### src/core/rel_pkg.sv
// Purpose: shared constants and carrier types of the receive error log block.
// Assumes: 32-bit AHB-Lite register access, one 40 MHz clock.
// Notes: all offsets are byte addresses of aligned words.
package rel_pkg;

   // ----------------------------------------------------------------
   // geometry
   // ----------------------------------------------------------------
   localparam int NUM_LANES = 4;
   localparam int STATUS_W = 10;
   localparam int EN_SHIFT = 11;
   localparam int EN_LO = 11;
   localparam int EN_HI = 20;

   // ----------------------------------------------------------------
   // register map
   // ----------------------------------------------------------------
   localparam logic [31:0] OFS_STATUS_B = 32'h0000_0064;
   localparam logic [31:0] OFS_IRQ_EN = 32'h0000_0074;
   localparam logic [31:0] OFS_REINIT_EN = 32'h0000_0078;
   localparam logic [31:0] OFS_LINK_STATE = 32'h0000_007C;

   // ----------------------------------------------------------------
   // status bit positions
   // ----------------------------------------------------------------
   localparam int ST_CGS = 0;
   localparam int ST_FRAME_ALIGN = 1;
   localparam int ST_LANE_ALIGN = 2;
   localparam int ST_CTRL_CHAR = 3;
   localparam int ST_NOT_IN_TABLE = 4;
   localparam int ST_DISPARITY = 5;
   localparam int ST_MISSING_ILAS = 6;
   localparam int ST_SPARE = 7;
   localparam int ST_ECC_CORR = 8;
   localparam int ST_ECC_FATAL = 9;

   // ----------------------------------------------------------------
   // reset values and writable masks
   // ----------------------------------------------------------------
   localparam logic [STATUS_W-1:0] STATUS_RESET = 10'h000;
   localparam logic [31:0] IRQ_EN_RESET = 32'h0017_F9FE;
   localparam logic [31:0] REINIT_EN_RESET = 32'h0000_0902;
   localparam logic [31:0] EN_WR_MASK = 32'h001F_F9FE;
   localparam logic [31:0] RDATA_ZERO = 32'h0000_0000;

   // ----------------------------------------------------------------
   // carriers
   // ----------------------------------------------------------------
   // per-lane observations from the lane decoders, each a one-cycle pulse
   typedef struct packed {
      logic codeValid;
      logic tableHit;
      logic columnOk;
      logic ctrlChar;
      logic ctrlExpected;
      logic isA;
      logic isF;
      logic atFrameEnd;
      logic atMfEnd;
      logic kRunEnd;
      logic ilasFollows;
      logic cgsInit;
   } rel_lane_evt_t;

   typedef struct packed {
      logic en;
      logic [31:0] addr;
      logic [31:0] data;
   } rel_reg_wr_t;

endpackage : rel_pkg

### src/core/rel_rx_error_log.sv
// Purpose: receive link error log, interrupt gating and reinit request.
// Assumes: lane event inputs are one-cycle pulses synchronous to clk.
// Notes: interrupt and sync request follow the flags one cycle later.
//
// Notes on behaviour
// - irq when flag set and enabled
// - reinit request for flags with reinit enable
// - code group error always forces reinit
// - bit 9 on uncorrectable memory error
// - bit 8 on corrected memory error
// - bit 6 when K run lacks alignment sequence
// - bit 5 on wrong disparity column
// - bit 4 on code not in table
// - bit 3 on unexpected control character
// - misplaced A or F not counted as bit 3
// - bit 2 on misplaced multiframe end marker
// - bit 1 on misplaced frame end marker
// - no on-the-fly realignment after misalignment
// - bit 0 when sync machine reenters init
// - disabled enable still logs the flag
// - enable bits 20 to 11 mirror flags
// - irq enables reset to one except bit 19; of the reinit enables only bit 11 resets to one
// - flags reset zero, upper bits read zero
// - reinit requested by driving sync low
//
// The AHB-Lite slave port was left to the implementer.
`timescale 1ns/1ps
module rel_rx_error_log
   import rel_pkg::*;
(
   input wire logic clk,
   input wire logic sys_rst,
   input wire logic hsel,
   input wire logic [31:0] haddr,
   input wire logic [1:0] htrans,
   input wire logic hwrite,
   input wire logic [2:0] hsize,
   input wire logic [31:0] hwdata,
   input wire logic hready,
   output logic [31:0] hrdata,
   output logic hreadyout,
   output logic hresp,
   input rel_lane_evt_t [NUM_LANES-1:0] laneEvt,
   input wire logic eccSingleEvt,
   input wire logic eccDoubleEvt,
   input wire logic linkSpareEvt,
   output logic irq,
   output logic syncN,
   output logic alignFrozen
);

   // ----------------------------------------------------------------
   // state
   // ----------------------------------------------------------------
   typedef struct packed {
      logic [31:0] irqEn;
      logic [31:0] reinitEn;
      logic irq;
      logic syncN;
      logic alignFrozen;
   } rel_main_state_t;

   rel_main_state_t state_r;
   rel_main_state_t state_nxt;

   rel_reg_wr_t regWr;
   logic [31:0] rdAddr;
   logic [31:0] rdValue;
   logic [STATUS_W-1:0] setVec;
   logic [STATUS_W-1:0] clrVec;
   logic [STATUS_W-1:0] flags;
   logic [STATUS_W-1:0] laneSet [NUM_LANES];
   logic [STATUS_W-1:0] irqEnFlags;
   logic [STATUS_W-1:0] reinitEnFlags;

   // ----------------------------------------------------------------
   // lane event decode
   // ----------------------------------------------------------------
   function automatic logic [STATUS_W-1:0] laneDecode(input rel_lane_evt_t e);
      logic [STATUS_W-1:0] v;
      v = '0;
      v[ST_NOT_IN_TABLE] = e.codeValid & ~e.tableHit;
      v[ST_DISPARITY] = e.codeValid & e.tableHit & ~e.columnOk;
      // A and F markers are judged by position, never as stray controls
      v[ST_CTRL_CHAR] = e.ctrlChar & ~e.ctrlExpected & ~e.isA & ~e.isF;
      v[ST_LANE_ALIGN] = e.ctrlChar & e.isA & ~e.atMfEnd;
      v[ST_FRAME_ALIGN] = e.ctrlChar & (e.isF | e.isA) & ~e.atFrameEnd;
      v[ST_MISSING_ILAS] = e.kRunEnd & ~e.ilasFollows;
      v[ST_CGS] = e.cgsInit;
      return v;
   endfunction : laneDecode

   for (genvar l = 0; l < NUM_LANES; l++) begin : g_lane
      assign laneSet[l] = laneDecode(laneEvt[l]);
   end

   always_comb begin
      setVec = '0;
      for (int l = 0; l < NUM_LANES; l++) begin
         setVec = setVec | laneSet[l];
      end
      setVec[ST_ECC_FATAL] = eccDoubleEvt;
      setVec[ST_ECC_CORR] = eccSingleEvt;
      setVec[ST_SPARE] = linkSpareEvt;
   end

   // ----------------------------------------------------------------
   // register access
   // ----------------------------------------------------------------
   function automatic logic isWrTo(input rel_reg_wr_t w, input logic [31:0] ofs);
      return w.en && (w.addr == ofs);
   endfunction : isWrTo

   assign clrVec = isWrTo(regWr, OFS_STATUS_B) ? regWr.data[STATUS_W-1:0] : '0;

   always_comb begin
      rdValue = RDATA_ZERO;
      case (rdAddr)
         OFS_STATUS_B: rdValue[STATUS_W-1:0] = flags;
         OFS_IRQ_EN: rdValue = state_r.irqEn;
         OFS_REINIT_EN: rdValue = state_r.reinitEn;
         OFS_LINK_STATE: rdValue[2:0] = {state_r.alignFrozen, state_r.syncN, state_r.irq};
         default: rdValue = RDATA_ZERO;
      endcase
   end

   rel_ahb_slave u_bus (
      .clk(clk),
      .sys_rst(sys_rst),
      .hsel(hsel),
      .haddr(haddr),
      .htrans(htrans),
      .hwrite(hwrite),
      .hsize(hsize),
      .hwdata(hwdata),
      .hready(hready),
      .hrdata(hrdata),
      .hreadyout(hreadyout),
      .hresp(hresp),
      .regWr(regWr),
      .rdAddr(rdAddr),
      .rdValue(rdValue)
   );

   rel_sticky_flags u_flags (
      .clk(clk),
      .sys_rst(sys_rst),
      .setVec(setVec),
      .clrVec(clrVec),
      .flags(flags)
   );

   // ----------------------------------------------------------------
   // interrupt and reinit gating
   // ----------------------------------------------------------------
   // enable bit n+11 belongs to flag bit n
   assign irqEnFlags = state_r.irqEn[EN_HI:EN_LO];
   assign reinitEnFlags = state_r.reinitEn[EN_HI:EN_LO];

   always_comb begin
      state_nxt = state_r;
      if (isWrTo(regWr, OFS_IRQ_EN)) begin
         state_nxt.irqEn = regWr.data & EN_WR_MASK;
      end
      if (isWrTo(regWr, OFS_REINIT_EN)) begin
         state_nxt.reinitEn = regWr.data & EN_WR_MASK;
      end
      state_nxt.irq = |(flags & irqEnFlags);
      // code group loss bypasses its enable so the link always resyncs
      state_nxt.syncN = ~(flags[ST_CGS] | (|(flags & reinitEnFlags)));
      // alignment is never repaired in place; only a fresh sync releases it
      if (setVec[ST_CGS]) begin
         state_nxt.alignFrozen = 1'b0;
      end
      if (setVec[ST_LANE_ALIGN] | setVec[ST_FRAME_ALIGN]) begin
         state_nxt.alignFrozen = 1'b1;
      end
   end

   always_ff @(posedge clk) begin
      if (sys_rst) begin
         state_r.irqEn <= IRQ_EN_RESET;
         state_r.reinitEn <= REINIT_EN_RESET;
         state_r.irq <= 1'b0;
         state_r.syncN <= 1'b1;
         state_r.alignFrozen <= 1'b0;
      end else begin
         state_r <= state_nxt;
      end
   end

   assign irq = state_r.irq;
   assign syncN = state_r.syncN;
   assign alignFrozen = state_r.alignFrozen;

endmodule : rel_rx_error_log

### src/core/rel_ahb_slave.sv
// Purpose: AHB-Lite slave front end for the error log registers.
// Assumes: single word transfers; the only slave on its bus.
// Notes: writes take no wait state, reads take one so they see prior writes.
`timescale 1ns/1ps
module rel_ahb_slave
   import rel_pkg::*;
(
   input wire logic clk,
   input wire logic sys_rst,
   input wire logic hsel,
   input wire logic [31:0] haddr,
   input wire logic [1:0] htrans,
   input wire logic hwrite,
   input wire logic [2:0] hsize,
   input wire logic [31:0] hwdata,
   input wire logic hready,
   output logic [31:0] hrdata,
   output logic hreadyout,
   output logic hresp,
   output rel_reg_wr_t regWr,
   output logic [31:0] rdAddr,
   input wire logic [31:0] rdValue
);

   typedef struct packed {
      logic pendWr;
      logic pendRd;
      logic [31:0] addr;
      logic [31:0] rdata;
      logic readyOut;
   } rel_ahb_state_t;

   rel_ahb_state_t state_r;
   rel_ahb_state_t state_nxt;
   logic unusedSize;

   assign unusedSize = ^hsize;

   // ----------------------------------------------------------------
   // transfer sequencing
   // ----------------------------------------------------------------
   always_comb begin
      state_nxt = state_r;
      state_nxt.pendWr = 1'b0;
      if (state_r.pendRd) begin
         state_nxt.rdata = rdValue;
         state_nxt.readyOut = 1'b1;
         state_nxt.pendRd = 1'b0;
      end
      if (hsel && hready && htrans[1]) begin
         state_nxt.addr = haddr;
         state_nxt.pendWr = hwrite;
         state_nxt.pendRd = !hwrite;
         state_nxt.readyOut = hwrite;
      end
   end

   always_ff @(posedge clk) begin
      if (sys_rst) begin
         state_r <= '{pendWr: 1'b0, pendRd: 1'b0, addr: RDATA_ZERO,
                      rdata: RDATA_ZERO, readyOut: 1'b1};
      end else begin
         state_r <= state_nxt;
      end
   end

   assign hrdata = state_r.rdata;
   assign hreadyout = state_r.readyOut;
   assign hresp = 1'b0;
   assign rdAddr = state_r.addr;
   assign regWr = '{en: state_r.pendWr, addr: state_r.addr, data: hwdata};

endmodule : rel_ahb_slave

### src/core/rel_sticky_flags.sv
// Purpose: bank of sticky status flags, set by hardware, cleared by writing one.
// Assumes: set and clear are one-cycle pulses.
// Notes: a set in the clearing cycle survives.
`timescale 1ns/1ps
module rel_sticky_flags
   import rel_pkg::*;
(
   input wire logic clk,
   input wire logic sys_rst,
   input wire logic [STATUS_W-1:0] setVec,
   input wire logic [STATUS_W-1:0] clrVec,
   output logic [STATUS_W-1:0] flags
);

   typedef struct packed {
      logic [STATUS_W-1:0] flag;
   } rel_flag_state_t;

   rel_flag_state_t state_r;
   rel_flag_state_t state_nxt;

   // ----------------------------------------------------------------
   // per-bit set / clear
   // ----------------------------------------------------------------
   for (genvar i = 0; i < STATUS_W; i++) begin : g_flag
      always_comb begin
         state_nxt.flag[i] = setVec[i] | (state_r.flag[i] & ~clrVec[i]);
      end
   end

   always_ff @(posedge clk) begin
      if (sys_rst) begin
         state_r.flag <= STATUS_RESET;
      end else begin
         state_r <= state_nxt;
      end
   end

   assign flags = state_r.flag;

endmodule : rel_sticky_flags

### config.mk
export PLATFORM = sky130hd
export DESIGN_NAME = rel_rx_error_log
export DESIGN_NICKNAME = d
export VERILOG_FILES = /design/src/core/rel_pkg.sv /design/src/core/rel_rx_error_log.sv /design/src/core/rel_ahb_slave.sv /design/src/core/rel_sticky_flags.sv
export SDC_FILE = /design/constraint.sdc
export NUM_CORES = 1
export LEC_CHECK = 0
export ABC_CLOCK_PERIOD_IN_PS = 5300
export BUFFER_PORTS_ARGS = -buffer_cell sky130_fd_sc_hd__clkbuf_2
export CAP_MARGIN = 20
export CORE_UTILIZATION = 40
export DETAILED_ROUTE_END_ITERATION = 10
export GPL_TIMING_DRIVEN = 0
export PLACE_DENSITY = 0.77
export SETUP_SLACK_MARGIN = 0.5
export SLEW_MARGIN = 15
export SYNTH_ARGS = -nofsm -noshare
export SYNTH_HDL_FRONTEND = slang
export SYNTH_SLANG_ARGS = --single-unit
### constraint.sdc
create_clock -name clk -period 5.3 [get_ports clk]
set_input_delay 1.06 -clock clk [delete_from_list [all_inputs] [get_ports clk]]
set_output_delay 1.06 -clock clk [all_outputs]
set_load 0.05 [all_outputs]
==> out/results.ini, run 1 <==
[timing]
worst_pin_slew_ns=0.857
fin_crit_ns=2.36
finClkSkew_ns=0.00928
timing.fmax_mhz=424
setup_viol=0
setup_ws_ns=2.94
maxSlewHeadroom=0.427
rsz0062_at_grt=false
drv_slew=0
hold_violations=0
fin_crit_sh=0.445
timing.setup.tns_ns=0

[power_and_ir_drop]
power_density_nw_per_um2=292
power_w=0.00169
leakagePower_nw=2.67
worst_ir_drop_vdd_mv=0.167

[final_layout]
synthToLayoutAreaGrowth_pct=25.9
antenna_cells=0
fin_util=0.524
layout_common_cells=clkbuf_2, dfxtp_1, a22o_1
drive_above_1_share=0.307
stdcell_count=776
fill_cells=1056
final_common_cell=clkbuf_2
final_nets=756

[drt]
finalWirelength_um=12300
wire_per_inst_um=15.9
dr.pass1.iters=5
drc=0
ant_nets=0
vias=4101
via_per_inst=5.28
drt_iter0_markers=185

[place]
port-buffer-count=132
dp_slack_ns=2.54
dp_cells=760
dpl.hpwl_um=9490
globalplace.congestion=0.866

[setup_path]
critPathLaunchType=input port
crit_arrival_ns=2.65
endpoint_kind=register
critical_path_class=in -> reg
worst_ep_required_time_ns=5.59
critPathMaxFanout=10

[floorplanning]
row_count=38
die-area_sq_um=11900
start_util=0.417
die_h_um=109
die_w_um=109
core-area_sq_um=11000
io_pins=162

[synthesis]
synth-seq-cells=104
avgSynthCellArea_sq_um=9.65
async_flop_share=0
netlist_area_sq_um=4590
synth_edf_count=0
ys_seq_area_frac=0.453
ys_warn_count=0
syn_inst=476
yosysUniqueCellTypes=42
synth_flop_cell=dfxtp_1

[grt]
grt.overflow.total=0
met1_usage=0.260
grt_pass1_wl_um=19700
antenna_found_initial=0
grtUsageTotal=0.217
grt_busiest_layer=met2
grt_start_max_net_pins=20
use_met2=0.375
grt_pass1_vias=4126
global_route.usage.met3=0.0669

[min_path]
worstHoldPathType=reg -> reg

[clocking]
clk_latency_ns=0.35
root_buffer=clkbuf_16
cts_setup_buffers=0
clock_sinks=104
cts_buffer_depth=2
postCtsHoldBufs=0
ctsResizeCount=0
cts_buffers=9
cts_tree=yes
htreeDepth=3
clk_pin_slew_ns=0.07

[job]
max_cap_violations=0

[run_status]
run_status=complete, no violations

metal layers:
layer	part of all wire	wire length (um)
met1	0.43	5290
met2	0.48	5970
met5	0	0
met4	0.0069	85
met3	0.081	997
critical path, cell delays in order:
cell and delay (ns):
clkbuf_2 0.09, clkbuf_1 0.20, nor2_1 0.70, clkbuf_1 0.39
o22a_1 0.20
report_power, final:
group,internal [W],switching [W],leakage [nW]
combinational,0.0000765,0.000110,1.67
sequential,0.000799,0.0000181,0.846
clock,0.000377,0.000308,0.155
kinds of logic (layout without fill, tap and decap cells):
| family | after synthesis | after routing | share of synthesized area |
|---|---|---|---|
| multiplexers | 41 | 41 | 0.0896 |
| flip-flops | 104 | 104 | 0.453 |
| other | 1 | 13 | 0.000816 |
| AND/OR/NAND/NOR | 137 | 137 | 0.166 |
| buffers and inverters | 70 | 218 | 0.0912 |
| AO/OA/AOI/OAI | 123 | 123 | 0.200 |
registers in the layout (all words and copies together), names as in the netlist:
register / count
u_flags.flags: 10
u_bus.rdAddr: 32
state_r: 16
u_bus.hreadyout: 1
syncN: 1
irq: 1
reinitEnFlags: 10
irqEnFlags: 10
u_bus.hrdata: 20
u_bus.state_r: 1
alignFrozen: 1
u_bus.regWr: 1
metrics by stage:
step | area (sq um) | hold slack, ns
4_1_cts | 5780 | 0.472
3_3_place_gp | 5480 | 0.448
2_1_floorplan | 4640 | 0.434
6_report | 5780 | 0.466
5_1_grt | 5780 | 0.485
3_5_place_dp | 5480 | 0.455
synth_stat cells (2+ instances only):
master / number / area share
o22ai_1: 6 / 0.0082
o21ai_0: 17 / 0.019
dfxtp_1: 104 / 0.45
nor2b_1: 6 / 0.0082
or4_1: 4 / 0.0065
clkbuf_1: 21 / 0.017
a221oi_1: 3 / 0.0057
a22o_1: 50 / 0.095
inv_1: 10 / 0.0082
mux2i_1: 40 / 0.087
nor2_2: 2 / 0.0027
a31oi_1: 8 / 0.011
nand2_1: 30 / 0.025
nor4b_4: 2 / 0.010
buf_4: 34 / 0.056
and3_1: 3 / 0.0041
a21oi_1: 14 / 0.015
nand4_1: 2 / 0.0027
a22oi_1: 13 / 0.021
nor4b_1: 2 / 0.0038
nor2_1: 35 / 0.029
nor4_1: 4 / 0.0054
buf_6: 2 / 0.0049
o22a_1: 10 / 0.019
nand2b_1: 20 / 0.027
buf_2: 2 / 0.0022
nor3b_1: 4 / 0.0065
nand3_1: 13 / 0.014
nor3_1: 2 / 0.0022
cell type report:
class | instances | area [sq um] | share of cell area
Tap cell | 140 | 175 | 0.0303
Clock buffer | 9 | 225 | 0.0389
Inverter | 10 | 37.5 | 0.00649
Buffer | 60 | 382 | 0.0660
Multi-Input combinational cell | 314 | 2140 | 0.370
Timing Repair Buffer | 132 | 661 | 0.114
Clock inverter | 7 | 83.8 | 0.0145
Sequential cell | 104 | 2080 | 0.360
worst paths after layout:
path	depth (start not counted)	to	from	slack [ns]
worst max-delay path	5	u_bus.hrdata[12]	sys_rst	2.94
worst min-delay path	2	u_bus.hrdata[9]	u_bus.hrdata[9]	0.47
worst max register to register	7	reinitEnFlags[9]	u_bus.rdAddr[3]	3.14
worst min register to register	2	u_bus.hrdata[9]	u_bus.hrdata[9]	0.47
(Power assumes the default switching activity.)
==> run 2, diff against run 1 <==
Settings changed: ABC_CLOCK_PERIOD_IN_PS 5300 to 2250.
Clock period 5.3 ns to 2.25 ns, I/O delays scaled along.
==> run 2 against run 1 <==
- clock skew is essentially flat
- power is 140% higher
- register-to-register slack worse by 2.9 ns
- hold slack got worse by 0.17 ns
- global-route usage up 1.1 points
==> out/results.ini, run 2 (same netlist as run 1, synthesis figures left out) <==
[run_status]
run_status=complete, no violations

[floorplanning]
die_w_um=109
start_util=0.417
die_h_um=109
die-area_sq_um=11900
row_count=38
core-area_sq_um=11000
io_pins=162

[setup_path]
crit_arrival_ns=2.23
reg2reg_to=irqEnFlags[9]
critPathLaunchType=register
endpoint_kind=register
reg2reg_depth=7
rrSetupSlack_ns=0.25
reg2reg_from=u_bus.rdAddr[27]
worst_ep_required_time_ns=2.48
critPathMaxFanout=5
critical_path_class=reg -> reg

[min_path]
worstHoldPathType=in -> reg
hold_start=hwrite
holdPathStages=2
worstHoldEndpoint=u_bus.state_r[65]

[timing]
setup_viol=0
worst_pin_slew_ns=0.638
maxSlewHeadroom=0.575
finClkSkew_ns=0.00880
rsz0062_at_grt=true
fin_crit_sh=0.890
fin_crit_ns=2.00
drv_slew=0
timing.fmax_mhz=500
timing.setup.tns_ns=0
hold_violations=0

[final_layout]
drive_above_1_share=0.362
synthToLayoutAreaGrowth_pct=32.6
final_common_cell=clkbuf_2
antenna_cells=0
final_nets=769
largest_reg_flops=32
layout_common_cells=clkbuf_2, dfxtp_1, a22o_1

[drt]
via_per_inst=5.35
drt_iter0_markers=239
finalWirelength_um=13000
vias=4221
ant_nets=0
wire_per_inst_um=16.5
dr.pass1.iters=4
drc=0

[power_and_ir_drop]
power_w=0.00403
leakagePower_nw=2.77
power_density_nw_per_um2=661
worst_ir_drop_vdd_mv=0.364

[grt]
global_route.usage.met3=0.0801
met1_usage=0.264
use_met2=0.388
antenna_found_initial=0
grt_start_max_net_pins=20
grt_pass1_vias=4203
grt.overflow.total=0
grtUsageTotal=0.228
grt_pass1_wl_um=20400
grt_busiest_layer=met2

[clocking]
cts_buffers=9
clk_latency_ns=0.35
root_buffer=clkbuf_16
htreeDepth=3
cts_tree=yes
cts_buffer_depth=2
clock_sinks=104
clk_pin_slew_ns=0.07

[job]
max_cap_violations=0

[place]
dpl.hpwl_um=9390
globalplace.congestion=0.867
port-buffer-count=132

-- run 2: cell types whose count changed in the layout (fill, tap and decap cells not counted), moves of 4 or more --
cell,previous run,this run
o21ai_0,17,8
mux2i_1,40,36
clkbuf_1,21,16
or4_1,4,0
buf_4,34,41
buf_6,2,7
clkbuf_2,132,136
o21ai_1,0,8
or4_4,1,5
nor2_1,35,30
-- run 2: metal layers --
metal	routed length [um]	vias up	share of wire
met3	1140	28	0.088
met1	5330	1979	0.41
met5	0	-	0
li1	-	2024	-
met2	6280	190	0.48
met4	237	0	0.018
-- run 2: where the power goes --
group | internal [W] | switching [W] | leakage (nW) | total [W]
Clock | 0.000886 | 0.000739 | 0.150 | 0.00163
Sequential | 0.00188 | 0.0000452 | 0.847 | 0.00193
Combinational | 0.000203 | 0.000270 | 1.77 | 0.000473
-- run 2: how the worst max path moves through the flow --
| stage | startpoint | end | slack (ns) | depth (start not counted) |
|---|---|---|---|---|
| after CTS | u_bus.rdAddr[22] | irqEnFlags[8] | 0.32 | 6 |
| final | u_bus.rdAddr[27] | irqEnFlags[9] | 0.25 | 7 |
| after detailed placement | sys_rst | u_bus.hrdata[17] | 0.10 | 5 |
| after floorplan | u_bus.rdAddr[24] | irqEnFlags[8] | 0.37 | 6 |
| after global placement | u_bus.rdAddr[2] | irqEnFlags[8] | 0.18 | 7 |
| after global routing | u_bus.rdAddr[8] | irqEnFlags[3] | 0.22 | 7 |
-- run 2: final cells by class --
type	count	area, sq um
fill	1002	4940
multi-input combinational	314	2250
sequential	104	2090
timing repair buffer	145	802
buffer	60	428
clock buffer	9	225
tap	140	175
clock inverter	7	86.3
inverter	10	37.5
-- run 2: worst max-delay path: stages (launching register included) --
cell      delay (ns)
dfxtp_1         0.31
or4_4           0.54
nor2_4          0.17
and4_1          0.23
buf_6           0.14
buf_6           0.13
mux2i_1         0.24
nand2b_1        0.10
-- run 2: per-stage QoR --
step           setup WS [ns]  std cells  hold WS [ns]   util  instance area [sq um]
3_3_place_gp           0.178        760         0.449  0.497                   5480
6_report               0.249        789         0.298  0.552                   6090
4_1_cts                0.319        787         0.280  0.543                   5990
2_1_floorplan          0.367        488         0.434      -                   4640
5_1_grt                0.224        789         0.294  0.552                   6090
3_5_place_dp           0.101        760         0.455  0.497                   5480
-- run 2: repair_timing --
item / CTS / global route
hold buffers: 0 / 0
pin swaps: 8 / 3
cloned: 1 / 0
endpoints found under the hold margin: 0 / 0
buffers inserted: 10 / 2
gates resized for setup: 35 / 23
setup endpoints to repair: 66 / 74
